File: config.mk
export PLATFORM = sky130hd
export DESIGN_NAME = type_a_timer
export DESIGN_NICKNAME = d
export VERILOG_FILES = /design/src/pkg/timer_pkg.sv /design/src/logic/timer_prescaler.sv /design/src/logic/type_a_timer.sv
export SDC_FILE = /design/constraint.sdc
export NUM_CORES = 1
export LEC_CHECK = 0
export BUFFER_PORTS_ARGS = -buffer_cell sky130_fd_sc_hd__buf_2
export CORE_UTILIZATION = 60
export DETAILED_ROUTE_END_ITERATION = 10
export PLACE_DENSITY = 0.85
export REMOVE_ABC_BUFFERS = 1
export SLEW_MARGIN = 20
export SYNTH_ARGS = -nofsm -noshare
export SYNTH_HDL_FRONTEND = slang
export SYNTH_HIERARCHICAL = 1
export SYNTH_SLANG_ARGS = --single-unit
File: constraint.sdc
create_clock -name i_clk -period 3.45 [get_ports i_clk]
set_clock_uncertainty 0.2 [all_clocks]
set_input_delay 0.1725 -clock i_clk [delete_from_list [all_inputs] [get_ports i_clk]]
set_output_delay 0.1725 -clock i_clk [all_outputs]
set_load 0.02 [all_outputs]
File: src/pkg/timer_pkg.sv
// =========================================================
// Shared constants of the sixteen-bit timer
// =========================================================
package timer_pkg;

  // =========================================================
  // Register byte offsets (bus address width 12)
  // =========================================================
  localparam int ADDR_W = 12;
  localparam logic [11:0] OFF_CONTROL = 12'h600; // Control word
  localparam logic [11:0] OFF_COUNT = 12'h610; // Running count
  localparam logic [11:0] OFF_PERIOD = 12'h620; // Wrap value
  localparam logic [11:0] OFF_STATUS = 12'h630; // Sticky events
  localparam logic [11:0] OFF_MASK = 12'h640; // Event mask

  // Alias operations in address bits 3:2
  localparam logic [1:0] OP_WRITE = 2'h0; // Plain store
  localparam logic [1:0] OP_CLEAR = 2'h1; // Base plus 0x4
  localparam logic [1:0] OP_SET = 2'h2; // Base plus 0x8
  localparam logic [1:0] OP_INVERT = 2'h3; // Base plus 0xC

  // =========================================================
  // Control field positions
  // =========================================================
  localparam int BIT_ENABLE = 15;
  localparam int BIT_STOP_IN_IDLE = 13;
  localparam int BIT_ASYNC_WRITE_DISABLE = 12;
  localparam int BIT_ASYNC_WRITE_IN_PROGRESS = 11;
  localparam int BIT_GATED_ACCUMULATION_ENABLE = 7;
  localparam int BIT_PRESCALE_LO = 4;
  localparam int BIT_EXTERNAL_CLOCK_SYNCHRONISE = 2;
  localparam int BIT_CLOCK_SOURCE_SELECT = 1;

  // Writable control bits; all others read zero except bit 11, write in progress
  localparam logic [31:0] CONTROL_WMASK = 32'h0000_B0B6;

  // Status and mask fields
  localparam int EVT_PERIOD_MATCH = 0; // Count wrapped at period
  localparam int EVT_GATE_CLOSE = 1; // Gate fell while gating
  localparam int EVT_W = 2;

  // =========================================================
  // Reset values
  // =========================================================
  localparam logic [31:0] RST_CONTROL = 32'h0000_0000;
  localparam logic [15:0] RST_COUNT = 16'h0000;
  localparam logic [15:0] RST_PERIOD = 16'hFFFF;

  // =========================================================
  // Prescale ratios by select code
  // =========================================================
  localparam logic [1:0] PS_DIV1 = 2'h0;
  localparam logic [1:0] PS_DIV8 = 2'h1;
  localparam logic [1:0] PS_DIV64 = 2'h2;
  localparam logic [1:0] PS_DIV256 = 2'h3;
  localparam logic [7:0] PS_LAST_DIV1 = 8'h00; // Ratio minus one
  localparam logic [7:0] PS_LAST_DIV8 = 8'h07;
  localparam logic [7:0] PS_LAST_DIV64 = 8'h3F;
  localparam logic [7:0] PS_LAST_DIV256 = 8'hFF;

endpackage : timer_pkg

File: src/logic/timer_prescaler.sv
`timescale 1ns/1ps
// =========================================================
// Input clock prescaler: passes one tick in 1, 8, 64 or 256
// =========================================================
module timer_prescaler
(
  // Clock and reset
  input wire logic i_clk,
  input wire logic i_rst_b,
  // Control
  input wire logic i_clear,
  input wire logic [1:0] i_sel,
  // Ticks
  input wire logic i_tick,
  output logic o_tick
);

  logic [7:0] cnt_ff; // Ticks seen since last output
  logic [7:0] last; // Terminal count for ratio

  // =========================================================
  // Ratio decode
  // =========================================================
  always_comb
  begin
    case (i_sel)
      timer_pkg::PS_DIV1: last = timer_pkg::PS_LAST_DIV1;
      timer_pkg::PS_DIV8: last = timer_pkg::PS_LAST_DIV8;
      timer_pkg::PS_DIV64: last = timer_pkg::PS_LAST_DIV64;
      default: last = timer_pkg::PS_LAST_DIV256;
    endcase
  end

  // Output pulse on the tick that reaches the terminal count
  assign o_tick = i_tick & (cnt_ff >= last);

  // =========================================================
  // Tick counter; >= guards a ratio lowered mid-count
  // =========================================================
  always_ff @(posedge i_clk)
  begin
    if (!i_rst_b || i_clear)
    begin
      cnt_ff <= 8'h00;
    end
    else if (o_tick)
    begin
      cnt_ff <= 8'h00;
    end
    else if (i_tick)
    begin
      cnt_ff <= cnt_ff + 8'h01;
    end
  end

endmodule : timer_prescaler

File: src/logic/type_a_timer.sv
`timescale 1ns/1ps
module type_a_timer
(
  // Clock and reset
  input wire logic i_clk,
  input wire logic i_rst_b,
  // Avalon-MM slave
  input wire logic [11:0] i_address,
  input wire logic i_read,
  input wire logic i_write,
  input wire logic [3:0] i_byteenable,
  input wire logic [31:0] i_writedata,
  output logic [31:0] o_readdata,
  output logic o_waitrequest,
  // Device pins and system state
  input wire logic i_ext_clk,
  input wire logic i_gate,
  input wire logic i_idle,
  // Interrupt
  output logic o_irq
);

  // =========================================================
  // Declarations
  logic [31:0] control_ff; // Stored control bits
  logic [15:0] count_ff; // Running count
  logic [15:0] period_ff; // Wrap value
  logic [timer_pkg::EVT_W-1:0] status_ff; // Sticky events
  logic [timer_pkg::EVT_W-1:0] mask_ff; // Event enables
  logic [15:0] pend_val_ff; // Async count write waiting
  logic pend_ff; // Async count write pending
  logic rd_done_ff; // Read answered this cycle
  logic [31:0] readdata_ff; // Registered read data
  logic ext_s1_ff, ext_s2_ff, ext_s3_ff; // External clock sync
  logic gate_s1_ff, gate_s2_ff, gate_s3_ff; // Gate pin sync

  logic enable, stop_idle, wr_disable, gate_en, sync_sel, src_ext;
  logic [1:0] ps_sel;
  logic async_mode; // External source, unsynchronised
  logic ext_rise; // Synced external edge
  logic gate_fall; // Synced gate falling edge
  logic gating; // Gated accumulation active
  logic run; // Timer may advance this cycle
  logic src_tick; // Tick into the prescaler
  logic ps_tick; // Prescaled tick
  logic wrap; // Count matched period on a tick
  logic accept; // Bus write accepted this cycle
  logic [1:0] op; // Alias operation
  logic [11:0] base; // Address with alias bits removed
  logic [31:0] be_mask; // Byte lanes to bits
  logic wr_control, wr_count, wr_period, wr_status, wr_mask;
  logic count_wr_take; // Count write not dropped
  logic [31:0] nxt_control;
  logic [31:0] nxt_count;
  logic [31:0] nxt_period;
  logic [31:0] status_word;
  logic [timer_pkg::EVT_W-1:0] evt; // Events this cycle
  logic [31:0] rd_word;

  // =========================================================
  // Alias write helper: applies op to selected byte lanes
  function automatic logic [31:0] alias_apply
  (
    input logic [31:0] old,
    input logic [31:0] wd,
    input logic [1:0] o,
    input logic [31:0] m
  );
    logic [31:0] f;
    f = old;
    case (o)
      timer_pkg::OP_WRITE: f = wd;
      timer_pkg::OP_CLEAR: f = old & ~wd;
      timer_pkg::OP_SET: f = old | wd;
      default: f = old ^ wd;
    endcase
    return (old & ~m) | (f & m);
  endfunction : alias_apply

  // =========================================================
  // Control field decode
  assign enable = control_ff[timer_pkg::BIT_ENABLE];
  assign stop_idle = control_ff[timer_pkg::BIT_STOP_IN_IDLE];
  assign wr_disable = control_ff[timer_pkg::BIT_ASYNC_WRITE_DISABLE];
  assign gate_en = control_ff[timer_pkg::BIT_GATED_ACCUMULATION_ENABLE];
  assign ps_sel = control_ff[timer_pkg::BIT_PRESCALE_LO +: 2];
  assign sync_sel = control_ff[timer_pkg::BIT_EXTERNAL_CLOCK_SYNCHRONISE];
  assign src_ext = control_ff[timer_pkg::BIT_CLOCK_SOURCE_SELECT];
  assign async_mode = src_ext & ~sync_sel;

  // =========================================================
  // Pin synchronisers; edges compare the second and third stages
  always_ff @(posedge i_clk)
  begin
    if (!i_rst_b)
    begin
      ext_s1_ff <= 1'b0;
      ext_s2_ff <= 1'b0;
      ext_s3_ff <= 1'b0;
      gate_s1_ff <= 1'b0;
      gate_s2_ff <= 1'b0;
      gate_s3_ff <= 1'b0;
    end
    else
    begin
      ext_s1_ff <= i_ext_clk;
      ext_s2_ff <= ext_s1_ff;
      ext_s3_ff <= ext_s2_ff;
      gate_s1_ff <= i_gate;
      gate_s2_ff <= gate_s1_ff;
      gate_s3_ff <= gate_s2_ff;
    end
  end

  assign ext_rise = ext_s2_ff & ~ext_s3_ff;
  assign gate_fall = ~gate_s2_ff & gate_s3_ff;

  // =========================================================
  // Tick source selection
  // Gate bit counts only with the internal source
  assign gating = ~src_ext & gate_en;
  // Idle stop only when stop-in-idle is set
  assign run = enable & ~(stop_idle & i_idle);
  // Off, pin edge, synced gate level, or bus clock every cycle
  assign src_tick = !run ? 1'b0 :
                    src_ext ? ext_rise :
                    gating ? gate_s2_ff :
                    1'b1;

  // Prescaler restarts whenever the enable bit is clear; an idle stop keeps its count
  timer_prescaler u_prescaler
  (
    .i_clk(i_clk),
    .i_rst_b(i_rst_b),
    .i_clear(~enable),
    .i_sel(ps_sel),
    .i_tick(src_tick),
    .o_tick(ps_tick)
  );

  assign wrap = ps_tick & (count_ff == period_ff);

  // =========================================================
  // Bus decode; reads wait one cycle for registered data
  assign o_waitrequest = i_read & ~rd_done_ff;
  assign accept = i_write & ~i_read;
  assign op = i_address[3:2];
  assign base = {i_address[11:4], 4'h0};
  assign be_mask = {{8{i_byteenable[3]}}, {8{i_byteenable[2]}},
                    {8{i_byteenable[1]}}, {8{i_byteenable[0]}}};
  assign wr_control = accept & (base == timer_pkg::OFF_CONTROL);
  assign wr_count = accept & (base == timer_pkg::OFF_COUNT);
  assign wr_period = accept & (base == timer_pkg::OFF_PERIOD);
  // Event registers have no aliases
  assign wr_status = accept & (i_address == timer_pkg::OFF_STATUS);
  assign wr_mask = accept & (i_address == timer_pkg::OFF_MASK);

  // Alias arithmetic on control, count and period
  assign nxt_control = alias_apply(control_ff, i_writedata, op,
                                   be_mask & timer_pkg::CONTROL_WMASK);
  assign nxt_count = alias_apply({16'h0000, count_ff}, i_writedata, op,
                                 be_mask & 32'h0000_FFFF);
  assign nxt_period = alias_apply({16'h0000, period_ff}, i_writedata, op,
                                  be_mask & 32'h0000_FFFF);

  // Async write dropped while one is already pending and write-disable is set
  assign count_wr_take = wr_count &
                         ~(async_mode & wr_disable & pend_ff);

  // =========================================================
  // Control register; unimplemented bits never store
  always_ff @(posedge i_clk)
  begin
    if (!i_rst_b)
    begin
      control_ff <= timer_pkg::RST_CONTROL;
    end
    else if (wr_control)
    begin
      control_ff <= nxt_control;
    end
  end

  // =========================================================
  // Period register
  always_ff @(posedge i_clk)
  begin
    if (!i_rst_b)
    begin
      period_ff <= timer_pkg::RST_PERIOD;
    end
    else if (wr_period)
    begin
      period_ff <= nxt_period[15:0];
    end
  end

  // =========================================================
  // Pending async write; lands on the next external edge
  always_ff @(posedge i_clk)
  begin
    if (!i_rst_b)
    begin
      pend_ff <= 1'b0;
      pend_val_ff <= timer_pkg::RST_COUNT;
    end
    else if (count_wr_take && async_mode)
    begin
      pend_ff <= 1'b1;
      pend_val_ff <= nxt_count[15:0]; // Newest write wins
    end
    else if (pend_ff && (ext_rise || !async_mode))
    begin
      pend_ff <= 1'b0;
    end
  end

  // =========================================================
  // Count register; a bus write beats a tick
  always_ff @(posedge i_clk)
  begin
    if (!i_rst_b)
    begin
      count_ff <= timer_pkg::RST_COUNT;
    end
    else if (count_wr_take && !async_mode)
    begin
      count_ff <= nxt_count[15:0];
    end
    else if (pend_ff && (ext_rise || !async_mode))
    begin
      count_ff <= pend_val_ff; // Held write takes over the tick
    end
    else if (wrap)
    begin
      count_ff <= 16'h0000;
    end
    else if (ps_tick)
    begin
      count_ff <= count_ff + 16'h0001;
    end
  end

  // =========================================================
  // Events, sticky status, mask and interrupt
  assign evt[timer_pkg::EVT_PERIOD_MATCH] = wrap;
  assign evt[timer_pkg::EVT_GATE_CLOSE] = run & gating & gate_fall;

  // Set wins over a write-one-to-clear in the same cycle
  always_ff @(posedge i_clk)
  begin
    if (!i_rst_b)
    begin
      status_ff <= '0;
    end
    else
    begin
      status_ff <= (status_ff & ~({timer_pkg::EVT_W{wr_status}} &
                    i_writedata[timer_pkg::EVT_W-1:0] &
                    be_mask[timer_pkg::EVT_W-1:0])) | evt;
    end
  end

  always_ff @(posedge i_clk)
  begin
    if (!i_rst_b)
    begin
      mask_ff <= '0;
    end
    else if (wr_mask && i_byteenable[0])
    begin
      mask_ff <= i_writedata[timer_pkg::EVT_W-1:0];
    end
  end

  assign o_irq = |(status_ff & mask_ff);

  // =========================================================
  // Read mux; unmapped addresses read zero
  assign status_word = {{(32-timer_pkg::EVT_W){1'b0}}, status_ff};

  always_comb
  begin
    rd_word = 32'h0000_0000;
    // Control, count and period aliases read back the base register
    case (base)
      timer_pkg::OFF_CONTROL:
      begin
        rd_word = control_ff & timer_pkg::CONTROL_WMASK;
        rd_word[timer_pkg::BIT_ASYNC_WRITE_IN_PROGRESS] =
          pend_ff & async_mode;
      end
      timer_pkg::OFF_COUNT: rd_word = {16'h0000, count_ff};
      timer_pkg::OFF_PERIOD: rd_word = {16'h0000, period_ff};
      // Event registers answer only at their exact address
      timer_pkg::OFF_STATUS:
        rd_word = (i_address[3:0] == 4'h0) ? status_word : 32'h0;
      timer_pkg::OFF_MASK:
        rd_word = (i_address[3:0] == 4'h0) ?
          {{(32-timer_pkg::EVT_W){1'b0}}, mask_ff} : 32'h0;
      default: rd_word = 32'h0000_0000;
    endcase
  end

  // =========================================================
  // Read answer register
  always_ff @(posedge i_clk)
  begin
    if (!i_rst_b)
    begin
      rd_done_ff <= 1'b0;
      readdata_ff <= 32'h0000_0000;
    end
    else
    begin
      // Answer in the cycle after the read is seen
      rd_done_ff <= i_read & ~rd_done_ff;
      readdata_ff <= (i_read && !rd_done_ff) ? rd_word : readdata_ff;
    end
  end

  assign o_readdata = readdata_ff;
endmodule : type_a_timer

==> qor.yml <==
yosys:
  syn-cell-area_um2: 7358
  ys_ff_latch: 92
  synth.distinct_cells: 60
  synth-seq-area-share: 0.2503
  synth_edf_count: 0
  synthArstFlopShare: 0
  syn_area_per_cell_um2: 8.749
  yosys_warnings: 6
  synthCells: 841
  ys.flop_type: "dfxtp_1"
cells_and_area:
  antennaDiodeCount: 0
  area.growth.synth_to_final_pct: 8.043
  final_layout_size_suffix_gt1_frac: 0.1655
  nNetsFinal: 1016
  final_common_cell: "inv_1"
  final_cells: 1023
  final_cell_mix: "inv_1 (100), nor2_1 (97), dfxtp_1 (92)"
  fillCellCount: 939
  final_area_um2: 7950
pwr:
  switchingPower_mw: 0.6245
  swShare: 0.2637
  seqPwrFrac: 0.450
  p_int_mw: 1.744
  power.density_nw_per_um2: 297.9
  share_comb_of_total_power: 0.121
  finalPower_mw: 2.368
  clkPwrFrac: 0.428
  p_leak_nw: 3.413
  peakVddDrop_mv: 0.2501
placed_design:
  dp_hpwl_um: 12870
  port_buffers: 54
  place_inst: 1003
  place_area_um2: 7614
  gp_congestion: 0.9127
global_routing:
  grt_max_degree: 42
  grt_overflow_total: 0
  antenna_found_initial: 0
  grt_pass1_vias: 5986
  grt_use_total: 0.2953
  grt_pass1_wl_um: 29500
clocking:
  cts_tree: "yes"
  ctsHtreeMaxLevel: 3
  cts-resized-gates: 0
  clk_pin_slew_worst_paths_ps: 70
  cts.sinks: 92
  cts_made_buffers: 9
  clockBufferDepth: 2
  insertion_delay_ps: 360
  clockRootBuffer: "clkbuf_16"
min_path:
  hold_path.class: "primary input to flop"
  hold_start: "i_address[8]"
  hold_depth: 4
  whs_endpoint: "o_readdata[11]"
job:
  drv_cap: 0
detailed_routing:
  routed_wl_um: 18140
  route.detailed.wl_per_inst_um: 17.73
  ant_nets: 0
  via_count: 6297
  post_drt_via_cell_ratio: 6.155
  drc_errors: 0
  drt_first_pass_iters: 5
  drt_iter0_markers: 554
die:
  io_pins: 89
  die_width_um: 112.7
  die_area_um2: 12710
  initial_core_util: 0.6152
  row_count: 40
  coreArea_um2: 11960
  die_y_um: 112.7
critical_path:
  cp_max_fo: 8
  worstPathRequired_ps: 3480
  worstSetupPathType: "flop to flop"
  crit_path_start_kind: "flop"
  ff2ff_setup_slack_ps: 410
  reg2reg_depth: 11
  end_kind: "flop"
  crit_arrival_ps: 3070
  r2r-end: "count_ff[11]"
sta:
  hold_viol: 0
  fin_tns_setup_ps: 0
  max_slew.worst_pin.slew_ps: 952.8
  fmax_ghz: 0.3287
  fin_crit_sh: 0.8817
  slew_headroom: 0.3648
  rsz0062_at_grt: "false"
  maxSlewViolCount: 0
  period_needed_ps: 3042
  setup-violations-final: 0
status:
  status: "finished, final reports clean"
synthesized netlist by cell type (3+ instances only):
cell,number,area share
a211oi_1,7,0.0071
a21oi_1,30,0.020
a221o_1,4,0.0054
a22o_1,11,0.013
a22oi_1,9,0.0092
a31oi_1,5,0.0043
a32o_1,8,0.011
and2_1,16,0.014
and3_1,3,0.0026
and4_1,3,0.0036
buf_2,24,0.016
buf_4,19,0.019
clkbuf_1,24,0.012
dfxtp_1,92,0.25
ha_1,90,0.15
inv_1,100,0.051
mux2i_1,29,0.039
mux4_2,39,0.12
nand2_1,47,0.024
nand2b_1,6,0.0051
nand3_1,19,0.013
nand4_1,15,0.013
nor2_1,97,0.049
nor3_1,6,0.0041
nor3_2,9,0.012
nor4_1,3,0.0026
o21ai_0,47,0.032
o22ai_1,6,0.0051
or4_1,3,0.0031
xnor2_1,31,0.037
xor2_1,3,0.0036
worst max path at each step:
stage                        end
floorplan            count_ff[0]
global placement    count_ff[11]
detailed placement  count_ff[11]
CTS                 count_ff[11]
global route        count_ff[11]
finish              count_ff[11]
per-stage QoR:
step	util	setup WS, ps	hold slack (ps)
2_1_floorplan	-	214.0	48.73
3_3_place_gp	0.6365	548.7	182.9
3_5_place_dp	0.6365	482.3	186.9
4_1_cts	0.6646	449.6	45.37
5_1_grt	0.6646	191.5	80.39
6_report	0.6646	408.0	47.64
critical path, cell delays in order, from the launching register on:
cell	delay [ps]
dfxtp_1	460
nand2_1	120
ha_1	320
and3_4	180
o2111a_1	190
a22o_1	340
nand2_1	100
nor4_1	280
nand2b_1	110
buf_4	180
a221oi_1	330
a2111oi_2	90
cell type report:
cell class / count / area [um2] / share of cell area
flip-flops and latches: 92 / 1842 / 0.2317
clock buffers: 12 / 266.5 / 0.03352
multi-input cells: 593 / 4815 / 0.6056
clock inverters: 4 / 30.03 / 0.003777
well taps: 147 / 183.9 / 0.02313
inverters: 100 / 375.4 / 0.04721
repair buffers: 75 / 437.9 / 0.05508
power by group through the flow:
stage / Clock, mW / Combinational [mW] / Sequential (mW)
after floorplan: 0 / 0.168 / 1.09
after global placement: 0 / 0.270 / 1.09
after detailed placement: 0 / 0.281 / 1.09
after CTS: 1.01 / 0.286 / 1.07
after global routing: 1.05 / 0.313 / 1.07
final: 1.01 / 0.287 / 1.07
routing by layer:
metal  up-vias  routed length, um  global-route usage  part of all wire
li1       2945                  -                   -                 -
met1      3008               7634              0.3737              0.42
met2       295               8642              0.4889              0.48
met3        49               1335             0.05303             0.074
met4         0                526              0.1431             0.029
met5         -                  0                   0                 0
kinds of logic (layout without fill, tap and decap cells):
| kind of cell | after synthesis | after routing | synth area share |
|---|---|---|---|
| adder cells (fa/ha/maj) | 90 | 90 | 0.1530 |
| other | 1 | 16 | 0.0005096 |
| XOR/XNOR | 34 | 34 | 0.04047 |
| AO/OA/AOI/OAI | 144 | 144 | 0.1275 |
| flip-flops | 92 | 92 | 0.2503 |
| multiplexers | 69 | 69 | 0.1603 |
| AND/OR/NAND/NOR | 240 | 240 | 0.1648 |
| buffers and inverters | 171 | 191 | 0.1030 |
repair_timing:
item / CTS / global route
endpoints found under the hold margin: 4 / 0
buffers inserted: 0 / 0
hold buffers: 4 / 0
Power figures use the tool's default switching activity.
